**config.mk**
```make
export PLATFORM = sky130hd
export DESIGN_NAME = gpsl_port
export DESIGN_NICKNAME = d
export VERILOG_FILES = /design/src/hw/gpsl_pkg.sv /design/src/hw/gpsl_pin_cell.sv /design/src/hw/gpsl_port.sv
export SDC_FILE = /design/constraint.sdc
export NUM_CORES = 2
export LEC_CHECK = 0
export ABC_CLOCK_PERIOD_IN_PS = 5600
export BUFFER_PORTS_ARGS = -buffer_cell sky130_fd_sc_hd__buf_4
export CORE_ASPECT_RATIO = 1.2
export CORE_MARGIN = 2
export CORE_UTILIZATION = 35
export CTS_CLUSTER_DIAMETER = 150
export DETAILED_ROUTE_END_ITERATION = 8
export PLACE_DENSITY = 0.52
export SETUP_SLACK_MARGIN = 0.2
export SYNTH_ARGS = -nofsm -noshare
export SYNTH_HDL_FRONTEND = slang
export SYNTH_SLANG_ARGS = --single-unit
export TNS_END_PERCENT = 5
```
**constraint.sdc**
```tcl
create_clock -name aclk -period 5.6 [get_ports aclk]
set_input_delay 0.28 -clock aclk [delete_from_list [all_inputs] [get_ports aclk]]
set_output_delay 0.28 -clock aclk [all_outputs]
set_load 0.1 [all_outputs]
```
**src/hw/gpsl_pkg.sv**
```systemverilog
`default_nettype none

package gpsl_pkg;

  // ******************************************************************
  // sizes
  // ******************************************************************
  localparam int PIN_COUNT = 32;
  localparam int PIN_IDX_W = 5;
  localparam int ADDR_W = 12;
  localparam int DATA_W = 32;
  localparam int STRB_W = 4;
  localparam int IRQ_W = 1;

  // ******************************************************************
  // register map (byte addresses)
  // ******************************************************************
  localparam logic [ADDR_W-1:0] OFS_OUT_VALUE = 12'h504;
  localparam logic [ADDR_W-1:0] OFS_PIN_LEVEL = 12'h510;
  localparam logic [ADDR_W-1:0] OFS_DIRECTION = 12'h514;
  localparam logic [ADDR_W-1:0] OFS_DIR_SET = 12'h518;
  localparam logic [ADDR_W-1:0] OFS_DIR_CLR = 12'h51C;
  localparam logic [ADDR_W-1:0] OFS_SENSE_HIT = 12'h520;
  localparam logic [ADDR_W-1:0] OFS_DET_SRC = 12'h524;
  localparam logic [ADDR_W-1:0] OFS_IRQ_STATUS = 12'h600;
  localparam logic [ADDR_W-1:0] OFS_IRQ_CLEAR = 12'h604;
  localparam logic [ADDR_W-1:0] OFS_IRQ_ENABLE = 12'h608;
  localparam logic [ADDR_W-1:0] OFS_PIN_SETUP = 12'h700;
  // pin setup words span 32 words, so address bits 11:7 pick the block
  localparam int SETUP_SPAN_LSB = 7;
  localparam int SETUP_IDX_LSB = 2;

  // ******************************************************************
  // pin setup word layout and reset
  // ******************************************************************
  localparam int CFG_DIR_BIT = 0;
  localparam int CFG_INBUF_BIT = 1;
  localparam int CFG_PULL_LSB = 2;
  localparam int CFG_DRIVE_LSB = 8;
  localparam int CFG_SENSE_LSB = 16;
  localparam logic [DATA_W-1:0] CFG_RESET = 32'h00000002;
  localparam logic [DATA_W-1:0] REG_RESET = 32'h00000000;
  localparam int DET_SRC_BIT = 0;
  localparam int IRQ_DETECT_BIT = 0;

  // ******************************************************************
  // encodings
  // ******************************************************************
  typedef enum logic [2:0] {
    DRV_STD_STD = 3'h0,
    DRV_HI0_STD = 3'h1,
    DRV_STD_HI1 = 3'h2,
    DRV_HI_HI = 3'h3,
    DRV_OPEN0_STD = 3'h4,
    DRV_OPEN0_HI = 3'h5,
    DRV_STD_OPEN1 = 3'h6,
    DRV_HI_OPEN1 = 3'h7
  } gpsl_drive_t;

  typedef enum logic [1:0] {
    SNS_OFF = 2'h0,
    SNS_RSVD = 2'h1,
    SNS_HIGH = 2'h2,
    SNS_LOW = 2'h3
  } gpsl_sense_t;

  localparam logic [1:0] PULL_NONE = 2'h0;
  localparam logic [1:0] PULL_DOWN = 2'h1;
  localparam logic [1:0] PULL_UP = 2'h3;

  localparam logic [1:0] RESP_OKAY = 2'h0;
  localparam logic [1:0] RESP_SLVERR = 2'h2;

endpackage

`default_nettype wire

```
**src/hw/gpsl_pin_cell.sv**
```systemverilog
`timescale 1ns/1ps
`default_nettype none

module gpsl_pin_cell
(
  input wire logic dir,
  input wire logic out_value,
  input wire logic in_disc,
  input wire logic level,
  input wire gpsl_pkg::gpsl_drive_t drive,
  input wire gpsl_pkg::gpsl_sense_t sense,
  output logic pad_out,
  output logic pad_oe,
  output logic hi_drive,
  output logic sense_hit
);
  import gpsl_pkg::*;

  logic low_open;
  logic high_open;
  logic in_seen;

  // ******************************************************************
  // driver
  // ******************************************************************
  always_comb
  begin
    low_open = 1'b0;
    high_open = 1'b0;
    hi_drive = 1'b0;
    unique case (drive)
      DRV_STD_STD: hi_drive = 1'b0; // [RQ7]
      DRV_HI0_STD: hi_drive = ~out_value; // [RQ7]
      DRV_STD_HI1: hi_drive = out_value; // [RQ7]
      DRV_HI_HI: hi_drive = 1'b1; // [RQ7]
      DRV_OPEN0_STD:
      begin
        low_open = 1'b1; // [RQ8]
      end
      DRV_OPEN0_HI:
      begin
        low_open = 1'b1; // [RQ8]
        hi_drive = out_value;
      end
      DRV_STD_OPEN1:
      begin
        high_open = 1'b1; // [RQ9]
      end
      DRV_HI_OPEN1:
      begin
        high_open = 1'b1; // [RQ9]
        hi_drive = ~out_value;
      end
    endcase
  end

  // an open level releases the pad so a wired-or/and bus can settle
  assign pad_out = out_value;
  assign pad_oe = dir & ~(low_open & ~out_value)
    & ~(high_open & out_value); // [RQ5] [RQ8] [RQ9]

  // ******************************************************************
  // sense
  // ******************************************************************
  // a disconnected buffer hides the pin from sensing altogether
  assign in_seen = ~in_disc; // [RQ6]

  always_comb
  begin
    case (sense)
      SNS_HIGH: sense_hit = in_seen & level; // [RQ10]
      SNS_LOW: sense_hit = in_seen & ~level; // [RQ10]
      default: sense_hit = 1'b0; // [RQ10]
    endcase
  end

endmodule

`default_nettype wire

```
**src/hw/gpsl_port.sv**
```systemverilog
// Behaviour
// (RQ1) sense-hit record at 0x520 sets on pin sense, clears by writing one.
// (RQ2) detect source 0: detect output is the OR of live pin senses.
// (RQ3) detect source 1 at 0x524: detect output follows the sense-hit record.
// (RQ4) 32 pin setup words at 0x700 plus 4n, reset value 0x00000002.
// (RQ5) setup direction bit is the port direction bit; 1 means output.
// (RQ6) input buffer bit 0 connects, 1 disconnects; disconnected after reset.
// (RQ7) drive codes 0..3 choose standard or high strength per level.
// (RQ8) drive codes 4,5 release low level; high standard or strong.
// (RQ9) drive codes 6,7 release high level; low standard or strong.
// (RQ10) sense code 0 off, 2 senses high, 3 senses low.
// (RQ11) writing one to direction-set makes a pin output; zero does nothing.
// (RQ12) pull code 0 none, 1 down, 3 up, 2 reserved as none.
// (RQ13) setup word fields at bits 0, 1, 3:2, 10:8, 17:16; rest zero.
//
// Decided for this implementation: the AXI4-Lite interface to the registers.
`timescale 1ns/1ps
`default_nettype none

module gpsl_port
(
  input wire logic aclk,
  input wire logic aresetn,
  input wire logic [gpsl_pkg::ADDR_W-1:0] s_axi_awaddr,
  input wire logic s_axi_awvalid,
  output logic s_axi_awready,
  input wire logic [gpsl_pkg::DATA_W-1:0] s_axi_wdata,
  input wire logic [gpsl_pkg::STRB_W-1:0] s_axi_wstrb,
  input wire logic s_axi_wvalid,
  output logic s_axi_wready,
  output logic [1:0] s_axi_bresp,
  output logic s_axi_bvalid,
  input wire logic s_axi_bready,
  input wire logic [gpsl_pkg::ADDR_W-1:0] s_axi_araddr,
  input wire logic s_axi_arvalid,
  output logic s_axi_arready,
  output logic [gpsl_pkg::DATA_W-1:0] s_axi_rdata,
  output logic [1:0] s_axi_rresp,
  output logic s_axi_rvalid,
  input wire logic s_axi_rready,
  input wire logic [gpsl_pkg::PIN_COUNT-1:0] pin_in,
  output logic [gpsl_pkg::PIN_COUNT-1:0] pin_out,
  output logic [gpsl_pkg::PIN_COUNT-1:0] pin_oe,
  output logic [gpsl_pkg::PIN_COUNT-1:0] pin_hi_drive,
  output logic [gpsl_pkg::PIN_COUNT-1:0] pin_in_en,
  output logic [gpsl_pkg::PIN_COUNT-1:0] pin_pull_up,
  output logic [gpsl_pkg::PIN_COUNT-1:0] pin_pull_dn,
  output logic port_detect,
  output logic irq
);
  import gpsl_pkg::*;

  localparam int NP = PIN_COUNT;
  localparam int BYTE_W = DATA_W / STRB_W;

  typedef struct packed {
    // pin side: synchroniser, configuration and sense record
    logic [NP-1:0] sync1;
    logic [NP-1:0] sync2;
    logic [NP-1:0] sync3;
    logic [NP-1:0] level;
    logic [NP-1:0] out_value;
    logic [NP-1:0] dir;
    logic [NP-1:0] in_disc;
    logic [NP-1:0] hit;
    logic [NP-1:0][1:0] pull;
    logic [NP-1:0][2:0] drive;
    logic [NP-1:0][1:0] sense;
    logic det_src;
    logic det_prev;
    logic [IRQ_W-1:0] irq_stat;
    logic [IRQ_W-1:0] irq_en;
    // bus side: captured write halves and pending answers
    logic aw_got;
    logic w_got;
    logic [ADDR_W-1:0] awaddr;
    logic [DATA_W-1:0] wdata;
    logic [STRB_W-1:0] wstrb;
    logic bvalid;
    logic [1:0] bresp;
    logic rvalid;
    logic [1:0] rresp;
    logic [DATA_W-1:0] rdata;
  } gpsl_state_t;

  gpsl_state_t q;
  gpsl_state_t d;

  logic [NP-1:0] sense_vec;
  logic live_detect;
  logic latched_port_sense;
  logic detect;
  logic detect_rise;

  // ******************************************************************
  // helpers
  // ******************************************************************
  function automatic logic [DATA_W-1:0] setup_word(input gpsl_state_t s,
    input logic [PIN_IDX_W-1:0] n);
    logic [DATA_W-1:0] w;
    w = REG_RESET;
    w[CFG_DIR_BIT] = s.dir[n]; // [RQ5] [RQ13]
    w[CFG_INBUF_BIT] = s.in_disc[n]; // [RQ13]
    w[CFG_PULL_LSB +: 2] = s.pull[n]; // [RQ13]
    w[CFG_DRIVE_LSB +: 3] = s.drive[n]; // [RQ13]
    w[CFG_SENSE_LSB +: 2] = s.sense[n]; // [RQ13]
    return w;
  endfunction

  function automatic logic is_setup(input logic [ADDR_W-1:0] a);
    return a[ADDR_W-1:SETUP_SPAN_LSB]
      == OFS_PIN_SETUP[ADDR_W-1:SETUP_SPAN_LSB];
  endfunction

  // each strobe bit opens one byte lane; closed lanes keep their old value
  function automatic logic [DATA_W-1:0] byte_mask(
    input logic [STRB_W-1:0] strb);
    logic [DATA_W-1:0] msk;
    msk = REG_RESET;
    for (int b = 0; b < STRB_W; b++)
    begin
      msk[b*BYTE_W +: BYTE_W] = {BYTE_W{strb[b]}};
    end
    return msk;
  endfunction

  // ******************************************************************
  // per-pin cells
  // ******************************************************************
  // pin_out always carries the register; pin_oe decides if it reaches the pad
  genvar gi;
  generate
    for (gi = 0; gi < NP; gi++)
    begin : g_pin
      gpsl_pin_cell u_cell
      (
        .dir(q.dir[gi]),
        .out_value(q.out_value[gi]),
        .in_disc(q.in_disc[gi]),
        .level(q.level[gi]),
        .drive(gpsl_drive_t'(q.drive[gi])),
        .sense(gpsl_sense_t'(q.sense[gi])),
        .pad_out(pin_out[gi]),
        .pad_oe(pin_oe[gi]),
        .hi_drive(pin_hi_drive[gi]),
        .sense_hit(sense_vec[gi])
      );
      // reserved pull code 2 enables neither resistor
      assign pin_pull_up[gi] = q.pull[gi] == PULL_UP; // [RQ12]
      assign pin_pull_dn[gi] = q.pull[gi] == PULL_DOWN; // [RQ12]
      assign pin_in_en[gi] = ~q.in_disc[gi]; // [RQ6]
    end
  endgenerate

  // ******************************************************************
  // detect
  // ******************************************************************
  assign live_detect = |sense_vec; // [RQ2]
  assign latched_port_sense = |q.hit; // [RQ3]
  assign detect = q.det_src ? latched_port_sense : live_detect; // [RQ2] [RQ3]
  assign port_detect = detect;
  // the interrupt event is a rising edge, so a mode switch that raises
  // detect counts as one too
  assign detect_rise = detect & ~q.det_prev;
  assign irq = |(q.irq_stat & q.irq_en);

  // ******************************************************************
  // bus handshakes
  // ******************************************************************
  // a pending response holds off both write halves: one write in flight
  assign s_axi_awready = ~q.aw_got & ~q.bvalid;
  assign s_axi_wready = ~q.w_got & ~q.bvalid;
  assign s_axi_arready = ~q.rvalid;
  assign s_axi_bvalid = q.bvalid;
  assign s_axi_bresp = q.bresp;
  assign s_axi_rvalid = q.rvalid;
  assign s_axi_rresp = q.rresp;
  assign s_axi_rdata = q.rdata;

  // ******************************************************************
  // next state
  // ******************************************************************
  always_comb
  begin
    logic [DATA_W-1:0] m;
    logic [DATA_W-1:0] wd;
    logic [DATA_W-1:0] nw;
    logic [DATA_W-1:0] rd;
    logic [NP-1:0] agree;
    logic [NP-1:0] hit_clr;
    logic [IRQ_W-1:0] irq_clr;
    logic [IRQ_W-1:0] irq_ev;
    logic [PIN_IDX_W-1:0] n;
    logic rd_ok;
    logic wr_ok;
    m = REG_RESET;
    wd = REG_RESET;
    nw = REG_RESET;
    rd = REG_RESET;
    agree = '0;
    hit_clr = '0;
    irq_clr = '0;
    irq_ev = '0;
    n = '0;
    rd_ok = 1'b1;
    wr_ok = 1'b1;
    d = q;

    // three-stage synchroniser; a level counts once stages two and three agree
    d.sync1 = pin_in;
    d.sync2 = q.sync1;
    d.sync3 = q.sync2;
    agree = ~(q.sync2 ^ q.sync3);
    d.level = (q.sync3 & agree) | (q.level & ~agree);

    // write channel capture
    if (s_axi_awvalid && s_axi_awready)
    begin
      d.aw_got = 1'b1;
      d.awaddr = s_axi_awaddr;
    end
    if (s_axi_wvalid && s_axi_wready)
    begin
      d.w_got = 1'b1;
      d.wdata = s_axi_wdata;
      d.wstrb = s_axi_wstrb;
    end
    if (q.bvalid && s_axi_bready)
    begin
      d.bvalid = 1'b0;
    end

    // write execution, one cycle after both halves are held
    if (q.aw_got && q.w_got && !q.bvalid)
    begin
      m = byte_mask(q.wstrb);
      wd = q.wdata & m;
      if (is_setup(q.awaddr))
      begin
        n = q.awaddr[SETUP_IDX_LSB +: PIN_IDX_W]; // [RQ4]
        // closed byte lanes keep the fields they already hold
        nw = (setup_word(q, n) & ~m) | wd;
        d.dir[n] = nw[CFG_DIR_BIT]; // [RQ5]
        d.in_disc[n] = nw[CFG_INBUF_BIT]; // [RQ6]
        d.pull[n] = nw[CFG_PULL_LSB +: 2]; // [RQ12]
        d.drive[n] = nw[CFG_DRIVE_LSB +: 3]; // [RQ7]
        d.sense[n] = nw[CFG_SENSE_LSB +: 2]; // [RQ10]
      end
      else
      begin
        unique case (q.awaddr)
          OFS_OUT_VALUE: d.out_value = (q.out_value & ~m) | wd;
          OFS_DIRECTION: d.dir = (q.dir & ~m) | wd; // [RQ5]
          OFS_DIR_SET: d.dir = q.dir | wd; // [RQ11]
          OFS_DIR_CLR: d.dir = q.dir & ~wd;
          OFS_SENSE_HIT: hit_clr = wd; // [RQ1]
          OFS_DET_SRC:
          begin
            if (m[DET_SRC_BIT])
            begin
              d.det_src = wd[DET_SRC_BIT]; // [RQ3]
            end
          end
          OFS_IRQ_CLEAR: irq_clr = wd[IRQ_W-1:0];
          OFS_IRQ_ENABLE:
          begin
            d.irq_en = (q.irq_en & ~m[IRQ_W-1:0]) | wd[IRQ_W-1:0];
          end
          // read-only targets ignore the data but still answer okay
          OFS_PIN_LEVEL,
          OFS_IRQ_STATUS: wr_ok = 1'b1;
          default: wr_ok = 1'b0;
        endcase
      end
      d.aw_got = 1'b0;
      d.w_got = 1'b0;
      d.bvalid = 1'b1;
      d.bresp = wr_ok ? RESP_OKAY : RESP_SLVERR;
    end

    // read channel
    if (q.rvalid && s_axi_rready)
    begin
      d.rvalid = 1'b0;
    end
    // read data shows the state before any write landing at this edge
    if (s_axi_arvalid && s_axi_arready)
    begin
      if (is_setup(s_axi_araddr))
      begin
        rd = setup_word(q, s_axi_araddr[SETUP_IDX_LSB +: PIN_IDX_W]); // [RQ4]
      end
      else
      begin
        unique case (s_axi_araddr)
          OFS_OUT_VALUE: rd = q.out_value;
          OFS_PIN_LEVEL: rd = q.level & ~q.in_disc; // [RQ6]
          OFS_DIRECTION,
          OFS_DIR_SET,
          OFS_DIR_CLR: rd = q.dir;
          OFS_SENSE_HIT: rd = q.hit; // [RQ1]
          OFS_DET_SRC: rd[DET_SRC_BIT] = q.det_src;
          OFS_IRQ_STATUS: rd[IRQ_W-1:0] = q.irq_stat;
          OFS_IRQ_CLEAR: rd = REG_RESET;
          OFS_IRQ_ENABLE: rd[IRQ_W-1:0] = q.irq_en;
          // unmapped reads return zero with an error response
          default: rd_ok = 1'b0;
        endcase
      end
      d.rvalid = 1'b1;
      d.rdata = rd;
      d.rresp = rd_ok ? RESP_OKAY : RESP_SLVERR;
    end

    // a pin that senses in the clearing cycle keeps its bit set
    d.hit = (q.hit & ~hit_clr) | sense_vec; // [RQ1]

    // detect rising edge is the interrupt event; set beats clear
    d.det_prev = detect;
    irq_ev[IRQ_DETECT_BIT] = detect_rise;
    d.irq_stat = (q.irq_stat & ~irq_clr) | irq_ev;

    // synchronous reset overrides every update above
    if (!aresetn)
    begin
      d = '0;
      d.hit = REG_RESET; // [RQ1]
      d.in_disc = {NP{CFG_RESET[CFG_INBUF_BIT]}}; // [RQ4] [RQ6]
      d.dir = {NP{CFG_RESET[CFG_DIR_BIT]}}; // [RQ4]
      d.pull = {NP{CFG_RESET[CFG_PULL_LSB +: 2]}}; // [RQ4]
      d.drive = {NP{CFG_RESET[CFG_DRIVE_LSB +: 3]}}; // [RQ4]
      d.sense = {NP{CFG_RESET[CFG_SENSE_LSB +: 2]}}; // [RQ4]
      d.det_src = REG_RESET[DET_SRC_BIT]; // [RQ3]
    end
  end

  // ******************************************************************
  // state register
  // ******************************************************************
  // reset lives in the next-state logic, so this is a plain register
  always_ff @(posedge aclk)
  begin
    q <= d;
  end

endmodule

`default_nettype wire

```
; ---- Word-level counts from Yosys, hierarchy flattened
; Cells that the tools add are included.
[op_classes]
magnitude_cmp = 3
eq_ne = 374
n_mux = 183
bitwise_logic = 391
n_reduce_logical = 151
[op_table]
columns = operator, n
row1 = "3-bit == test, second input constant", 128
row2 = 2-bit OR reduction, 129
row3 = 32-bit AND, 8
row4 = "12-bit by 11-bit == test with 1-bit output, second input constant", 20
row5 = 1-bit AND, 198
row6 = "2-bit == test, second input constant", 96
row7 = "3-bit by 2-bit == test with 1-bit output, second input constant", 64
row8 = 32-bit NOT, 6
row9 = 1-bit NOT, 169
row10 = 32-bit 2-to-1 mux, 5
row11 = 32-bit bitwise OR, 5
row12 = 64-bit bitwise mux, 2
row13 = 31-bit one-hot mux with 4 select lines, 1
row14 = 96-bit bitwise mux, 1
row15 = "3-bit by 1-bit == test with 1-bit output, second input constant", 32
row16 = 1-bit one-hot mux with 3 select lines, 32
row17 = 32-bit one-hot mux with 3 select lines, 1
row18 = 1-bit 2-to-1 mux, 81
row19 = 32-bit bitwise mux, 2
row20 = "2-bit by 1-bit == test with 1-bit output, second input constant", 32
row21 = 1-bit one-hot mux with 2 select lines, 32
row22 = 32-bit OR reduction, 2
row23 = 2-bit binary-select mux with 5-bit select, 4
row24 = 35-bit 2-to-1 mux, 1
row25 = 24 further kinds, 51
[totals]
ff_bits = 572
inputBits = 99
elab_cells = 1220

; ---- Logic depth before layout (Yosys ltp)
[depth]
depth_word = 7
mapped_depth = 12

; ---- By module
; Synthesis repeated with hierarchy kept, for this count alone.
[unflattened]
hier_cells = 3272
hier_area_um2 = 29376.9
[modules_own_cells]
columns = mod, n_inst, cells_per_inst, area_each_um2
row1 = gpsl_port, 1, 2952, 27094.7
row2 = gpsl_pin_cell, 32, 10, 71.3

; ---- Worst setup path before layout
; Ideal clock, no wire load.
[synth_timing]
path_kind = reg2reg
startpoint = register q, in the netlist s_axi_bvalid
endpoint = register q[41] in the netlist's numbering
arrival_time_ns = 3.128
slack_ns = 2.401
path_stages_with_launch = 7
n_path_buf = 2
period_less_slack_ns = 3.199
cell_sequence = dfxtp_1 > nor2_1 > and2_1 > clkbuf_1 > buf_1 > nand2_1 > a21oi_1
[synth_between]
elab_chain_len = 3
[synth_rtl]
columns = element, line
row1 = start: declaration, gpsl_port.sv:86  ; gpsl_state_t q;
row2 = start signal: assignment, gpsl_port.sv:343  ; q <= d;
row3 = 1-bit NOT, gpsl_port.sv:172  ; assign s_axi_wready = ~q.w_got & ~q.bvalid;
row4 = 1-bit AND, gpsl_port.sv:172
row5 = net s_axi_wready, gpsl_port.sv:30  ; output logic s_axi_wready,
row6 = 1-bit logical AND, gpsl_port.sv:222  ; if (s_axi_wvalid && s_axi_wready)
; The timed path passes the listed nets, and every way through them passes these cells.
; A chain may end at the register's enable or synchronous reset.

; ---- Worst setup path in the final report
[layout_timing]
startpoint = register q[367] in the netlist's numbering
endpoint = output port_detect
[layout_between]
elab_chain_len = 5
[layout_rtl]
columns = element, line
row1 = 1-bit NOT (*), gpsl_pin_cell.sv:66  ; assign in_seen = ~in_disc;
row2 = "1-bit AND, on equally long branches", "gpsl_pin_cell.sv:72, gpsl_pin_cell.sv:71"
row3 = 1-bit one-hot mux with 2 select lines (*), gpsl_pin_cell.sv:70  ; case (sense)
row4 = 32-bit OR reduction (*), gpsl_port.sv:158  ; assign live_detect = |sense_vec;
row5 = 1-bit 2-to-1 mux (*), gpsl_port.sv:160  ; assign detect = q.det_src ? latched_port_sense : live_detect;
row6 = end: declaration, gpsl_port.sv:48  ; output logic port_detect,
; Mark *: on every way between the ends. The rest lies on a longest branch, timed or not.

==> run_results.csv <==
group,metric,value,unit
worst_setup_path,worstSetupStartpointType,"flop",
synthesis,netlist-cell-type-count,76,
worst_setup_path,worst_ep_required_time,5.32,ns
synthesis,synth_edf_count,0,
timing,max_clock_freq,0.2411,GHz
worst_setup_path,critical_path_class,"reg -> out",
power,p_sw,2.451,mW
power,clkPwrFrac,47.2,%
global_routing,antenna_found_initial,4,
power,combinationalPowerShare,8.1,%
power,p_per_area,272.3,nW/µm²
clock_network,root_buffer,"sky130_fd_sc_hd__clkbuf_16",
die,die_w,269.0,µm
cells_and_area,filler_cell_count,8419,
detailed_routing,routedWlPerCell,27.81,µm
clock_network,cts_made_buffers,66,
cells_and_area,most-common-layout-cells,"sky130_fd_sc_hd__dfxtp_1, sky130_fd_sc_hd__nand2_1, sky130_fd_sc_hd__buf_4",
timing,setup-tns-final,0,ns
die,die_y,322.0,µm
power,totalPowerFinal,9.423,mW
worst_setup_path,worstSetupEndpointType,"primary output",
synthesis,yosys_warnings,0,
global_routing,number_of_global_route_vias_before_repair,25620,
die,start_util,35.34,%
placement,hpwl,94090,µm
timing,worst_case_setup_margin_in_the_final_layout,1.452,ns
detailed_routing,drt.antenna.violating_nets,0,
clock_network,worst_setup_hold_path_clk_slew,0.06,ns
placement,gp_congestion,0.9687,
clock_network,post-cts-setup-buffer-count,0,
timing,max_slew_violation_total_from_the_final_report,0,
worst_setup_path,timing.critical_path.mode_cell,"sky130_fd_sc_hd__nor4_1",
cells_and_area,antenna_cells_inserted,0,
worst_setup_path,cp_top_family,"simple AND/OR/NAND/NOR gates",
detailed_routing,total_routed_wirelength,130000,µm
detailed_routing,drt_first_iter_violations,2745,
synthesis,syn-instance-count,3379,
power,power.ir.vdd_worst,204.6,µV
global_routing,grt_start_max_net_pins,198,
min_path,min-delay-path-class,"in -> reg",
detailed_routing,drt_first_pass_iters,6,
cells_and_area,area_growth,17.34,%
timing,worst_pin_slew,1.324,ns
detailed_routing,detailroute.via_count,27540,
die,floorplan.io_pins,334,
die,core_area,83460,µm²
placement,pre_cts_slack,1.868,ns
worst_setup_path,count_of_buffer_and_inverter_cells_on_the_critical_path,2,
power,swShare,26.02,%
synthesis,ys.flop_type,"sky130_fd_sc_hd__dfxtp_1",
synthesis,mappedNetlistArea,29490,µm²
die,num_rows,116,
global_routing,grt_overflow_total,0,
die,fp.dieArea,86600,µm²
synthesis,synth_sequential_area_ratio,38.69,%
timing,setup_viol,0,
synthesis,asyncSetResetFlopFracSynth,0,%
clock_network,clock_latency,0.64,ns
detailed_routing,remaining_drc_errors,0,
clock_network,cts.sink_count,570,
synthesis,synth.avg_cell_area,8.727,µm²
worst_setup_path,worst_endpoint_data_arrival_time,3.87,ns
clock_network,tritoncts,"yes",
global_routing,grt_pass1_wl,184100,µm
status,status,"finished clean",
clock_network,htree_num_levels,3,
synthesis,yosys_register_bits,570,
clock_network,clk_path_buf_depth,3,
power,leakage,13.13,nW
detailed_routing,number_of_vias_per_cell_after_detailed_routing,5.890,
timing,post_route_skew,0.02643,ns
worst_setup_path,crit_chain,"inv_1 -> and3_1 -> nor4_1 -> nand4_1 -> nor4_1 -> nor2_1 -> buf_4",
timing,finalCritPeriodShare,74.07,%
cells_and_area,design.final.nets,3600,
worst_setup_path,worst_path_largest_cell_delay,1.12,ns
timing,final.min_clock_period,4.148,ns
worst_setup_path,worst_path_max_delay_cell,"sky130_fd_sc_hd__nor4_1",
global_routing,grt_usage,29.41,%
power,power.internal,6.971,mW
run,timing.max_cap.violations,0,
timing,maxSlewHeadroom,10.93,%
cells_and_area,final_common_cell,"sky130_fd_sc_hd__dfxtp_1",
timing,timing_hold_violations_final,0,
placement,portBuffers,331,
cells_and_area,layout-drive-gt1-share,18.99,%
power,relative_contribution_of_sequential_cells_to_total_power,44.7,%
worst_setup_path,critical_path_peak_fanout,5,
timing,rsz_0062_raised_after_global_routing,"false",
synth_stat cells, types with 20 or more instances:
cell type	instances	area, µm²
sky130_fd_sc_hd__buf_4	171	1284
sky130_fd_sc_hd__inv_1	47	176.4
sky130_fd_sc_hd__o21a_1	25	187.7
sky130_fd_sc_hd__nor4b_1	22	192.7
sky130_fd_sc_hd__mux2i_1	28	280.3
sky130_fd_sc_hd__a21oi_1	213	1066
sky130_fd_sc_hd__xor2_1	32	280.3
sky130_fd_sc_hd__mux4_2	147	3311
sky130_fd_sc_hd__nand2_1	386	1449
sky130_fd_sc_hd__a221oi_1	33	289.0
sky130_fd_sc_hd__nand3_1	293	1466
sky130_fd_sc_hd__and3_1	47	294.0
sky130_fd_sc_hd__nor2_1	179	671.9
sky130_fd_sc_hd__dfxtp_1	570	11410
sky130_fd_sc_hd__clkbuf_1	184	690.7
sky130_fd_sc_hd__o21ai_0	362	1812
sky130_fd_sc_hd__xnor2_1	33	289.0
sky130_fd_sc_hd__a211oi_1	25	187.7
sky130_fd_sc_hd__nor2b_1	38	237.7
sky130_fd_sc_hd__buf_2	33	165.2
sky130_fd_sc_hd__a2bb2oi_1	20	175.2
sky130_fd_sc_hd__o211ai_1	71	533.0
sky130_fd_sc_hd__and2_1	142	888.4
sky130_fd_sc_hd__a21boi_0	44	330.3
routing by layer:
layer	vias to the layer above	part of all wire, %	global-route usage (%)
li1	12310	-	-
met1	13430	39	37.27
met2	1435	45	45.42
met3	361	8.5	5.099
met4	6	7.7	20.31
met5	-	0.030	0
layout make-up:
cell class / count / area, µm² / share of cell area (%)
clock buffers: 100 / 1911 / 5.521
clock inverters: 22 / 280.3 / 0.8100
inverters: 47 / 181.4 / 0.5243
multi-input cells: 2348 / 15650 / 45.23
flip-flops and latches: 570 / 11420 / 33.00
well taps: 1121 / 1403 / 4.053
repair buffers: 468 / 3757 / 10.86
cell families after synthesis:
group | synth area share [%]
buffers and inverters | 8.375
multiplexers | 12.69
other | 0.01272
flip-flops | 38.69
XOR/XNOR | 1.931
AO/OA/AOI/OAI | 18.56
AND/OR/NAND/NOR | 19.74
through the flow:
stage | instances | area [µm²] | hold slack [ns] | util (%)
finish | 4676 | 34600 | 0.1988 | 41.46
detailed placement | 4471 | 31580 | 0.4179 | 37.84
CTS | 4676 | 34600 | 0.1837 | 41.46
global route | 4676 | 34600 | 0.2315 | 41.46
floorplan | 3380 | 29490 | 0.3790 | -
global placement | 4471 | 31580 | 0.4117 | 37.84
worst register-to-register path, stage by stage (launching register included):
cell and delay [ns]:
sky130_fd_sc_hd__dfxtp_4 0.84, sky130_fd_sc_hd__buf_4 0.59, sky130_fd_sc_hd__mux2_4 0.35, sky130_fd_sc_hd__a222oi_1 0.32, sky130_fd_sc_hd__or3b_1 0.42, sky130_fd_sc_hd__a221oi_4 0.57, sky130_fd_sc_hd__or2_1 0.40, sky130_fd_sc_hd__o32ai_1 0.14
power groups by stage:
stage,Combinational (mW),Clock [mW],Sequential [mW]
3_5_place_dp,0.703,0,4.30
5_1_grt,0.797,4.69,4.22
2_1_floorplan,0.473,0,4.24
6_report,0.760,4.45,4.22
3_3_place_gp,0.702,0,4.30
4_1_cts,0.751,4.52,4.21
path summary, 6_finish.rpt:
| check | slack (ns) | cells past startpoint | start | to |
|---|---|---|---|---|
| min reg2reg | 0.43 | 1 | q[554]$_SDFF_PN0_ | q[522]$_SDFF_PN0_ |
| min | 0.20 | 3 | aresetn | q[87]$_SDFFE_PP0P_ |
| max reg2reg | 1.83 | 7 | q[77]$_SDFFE_PN0P_ | q[411]$_SDFFE_PN0P_ |
| max | 1.45 | 7 | q[367]$_SDFFE_PN1P_ | port_detect |
what timing repair did:
action,4_1_cts,5_1_grt
gates resized for setup,0,0
hold buffers,83,0
endpoints found under the hold margin,82,0
(Power assumes the default switching activity.)
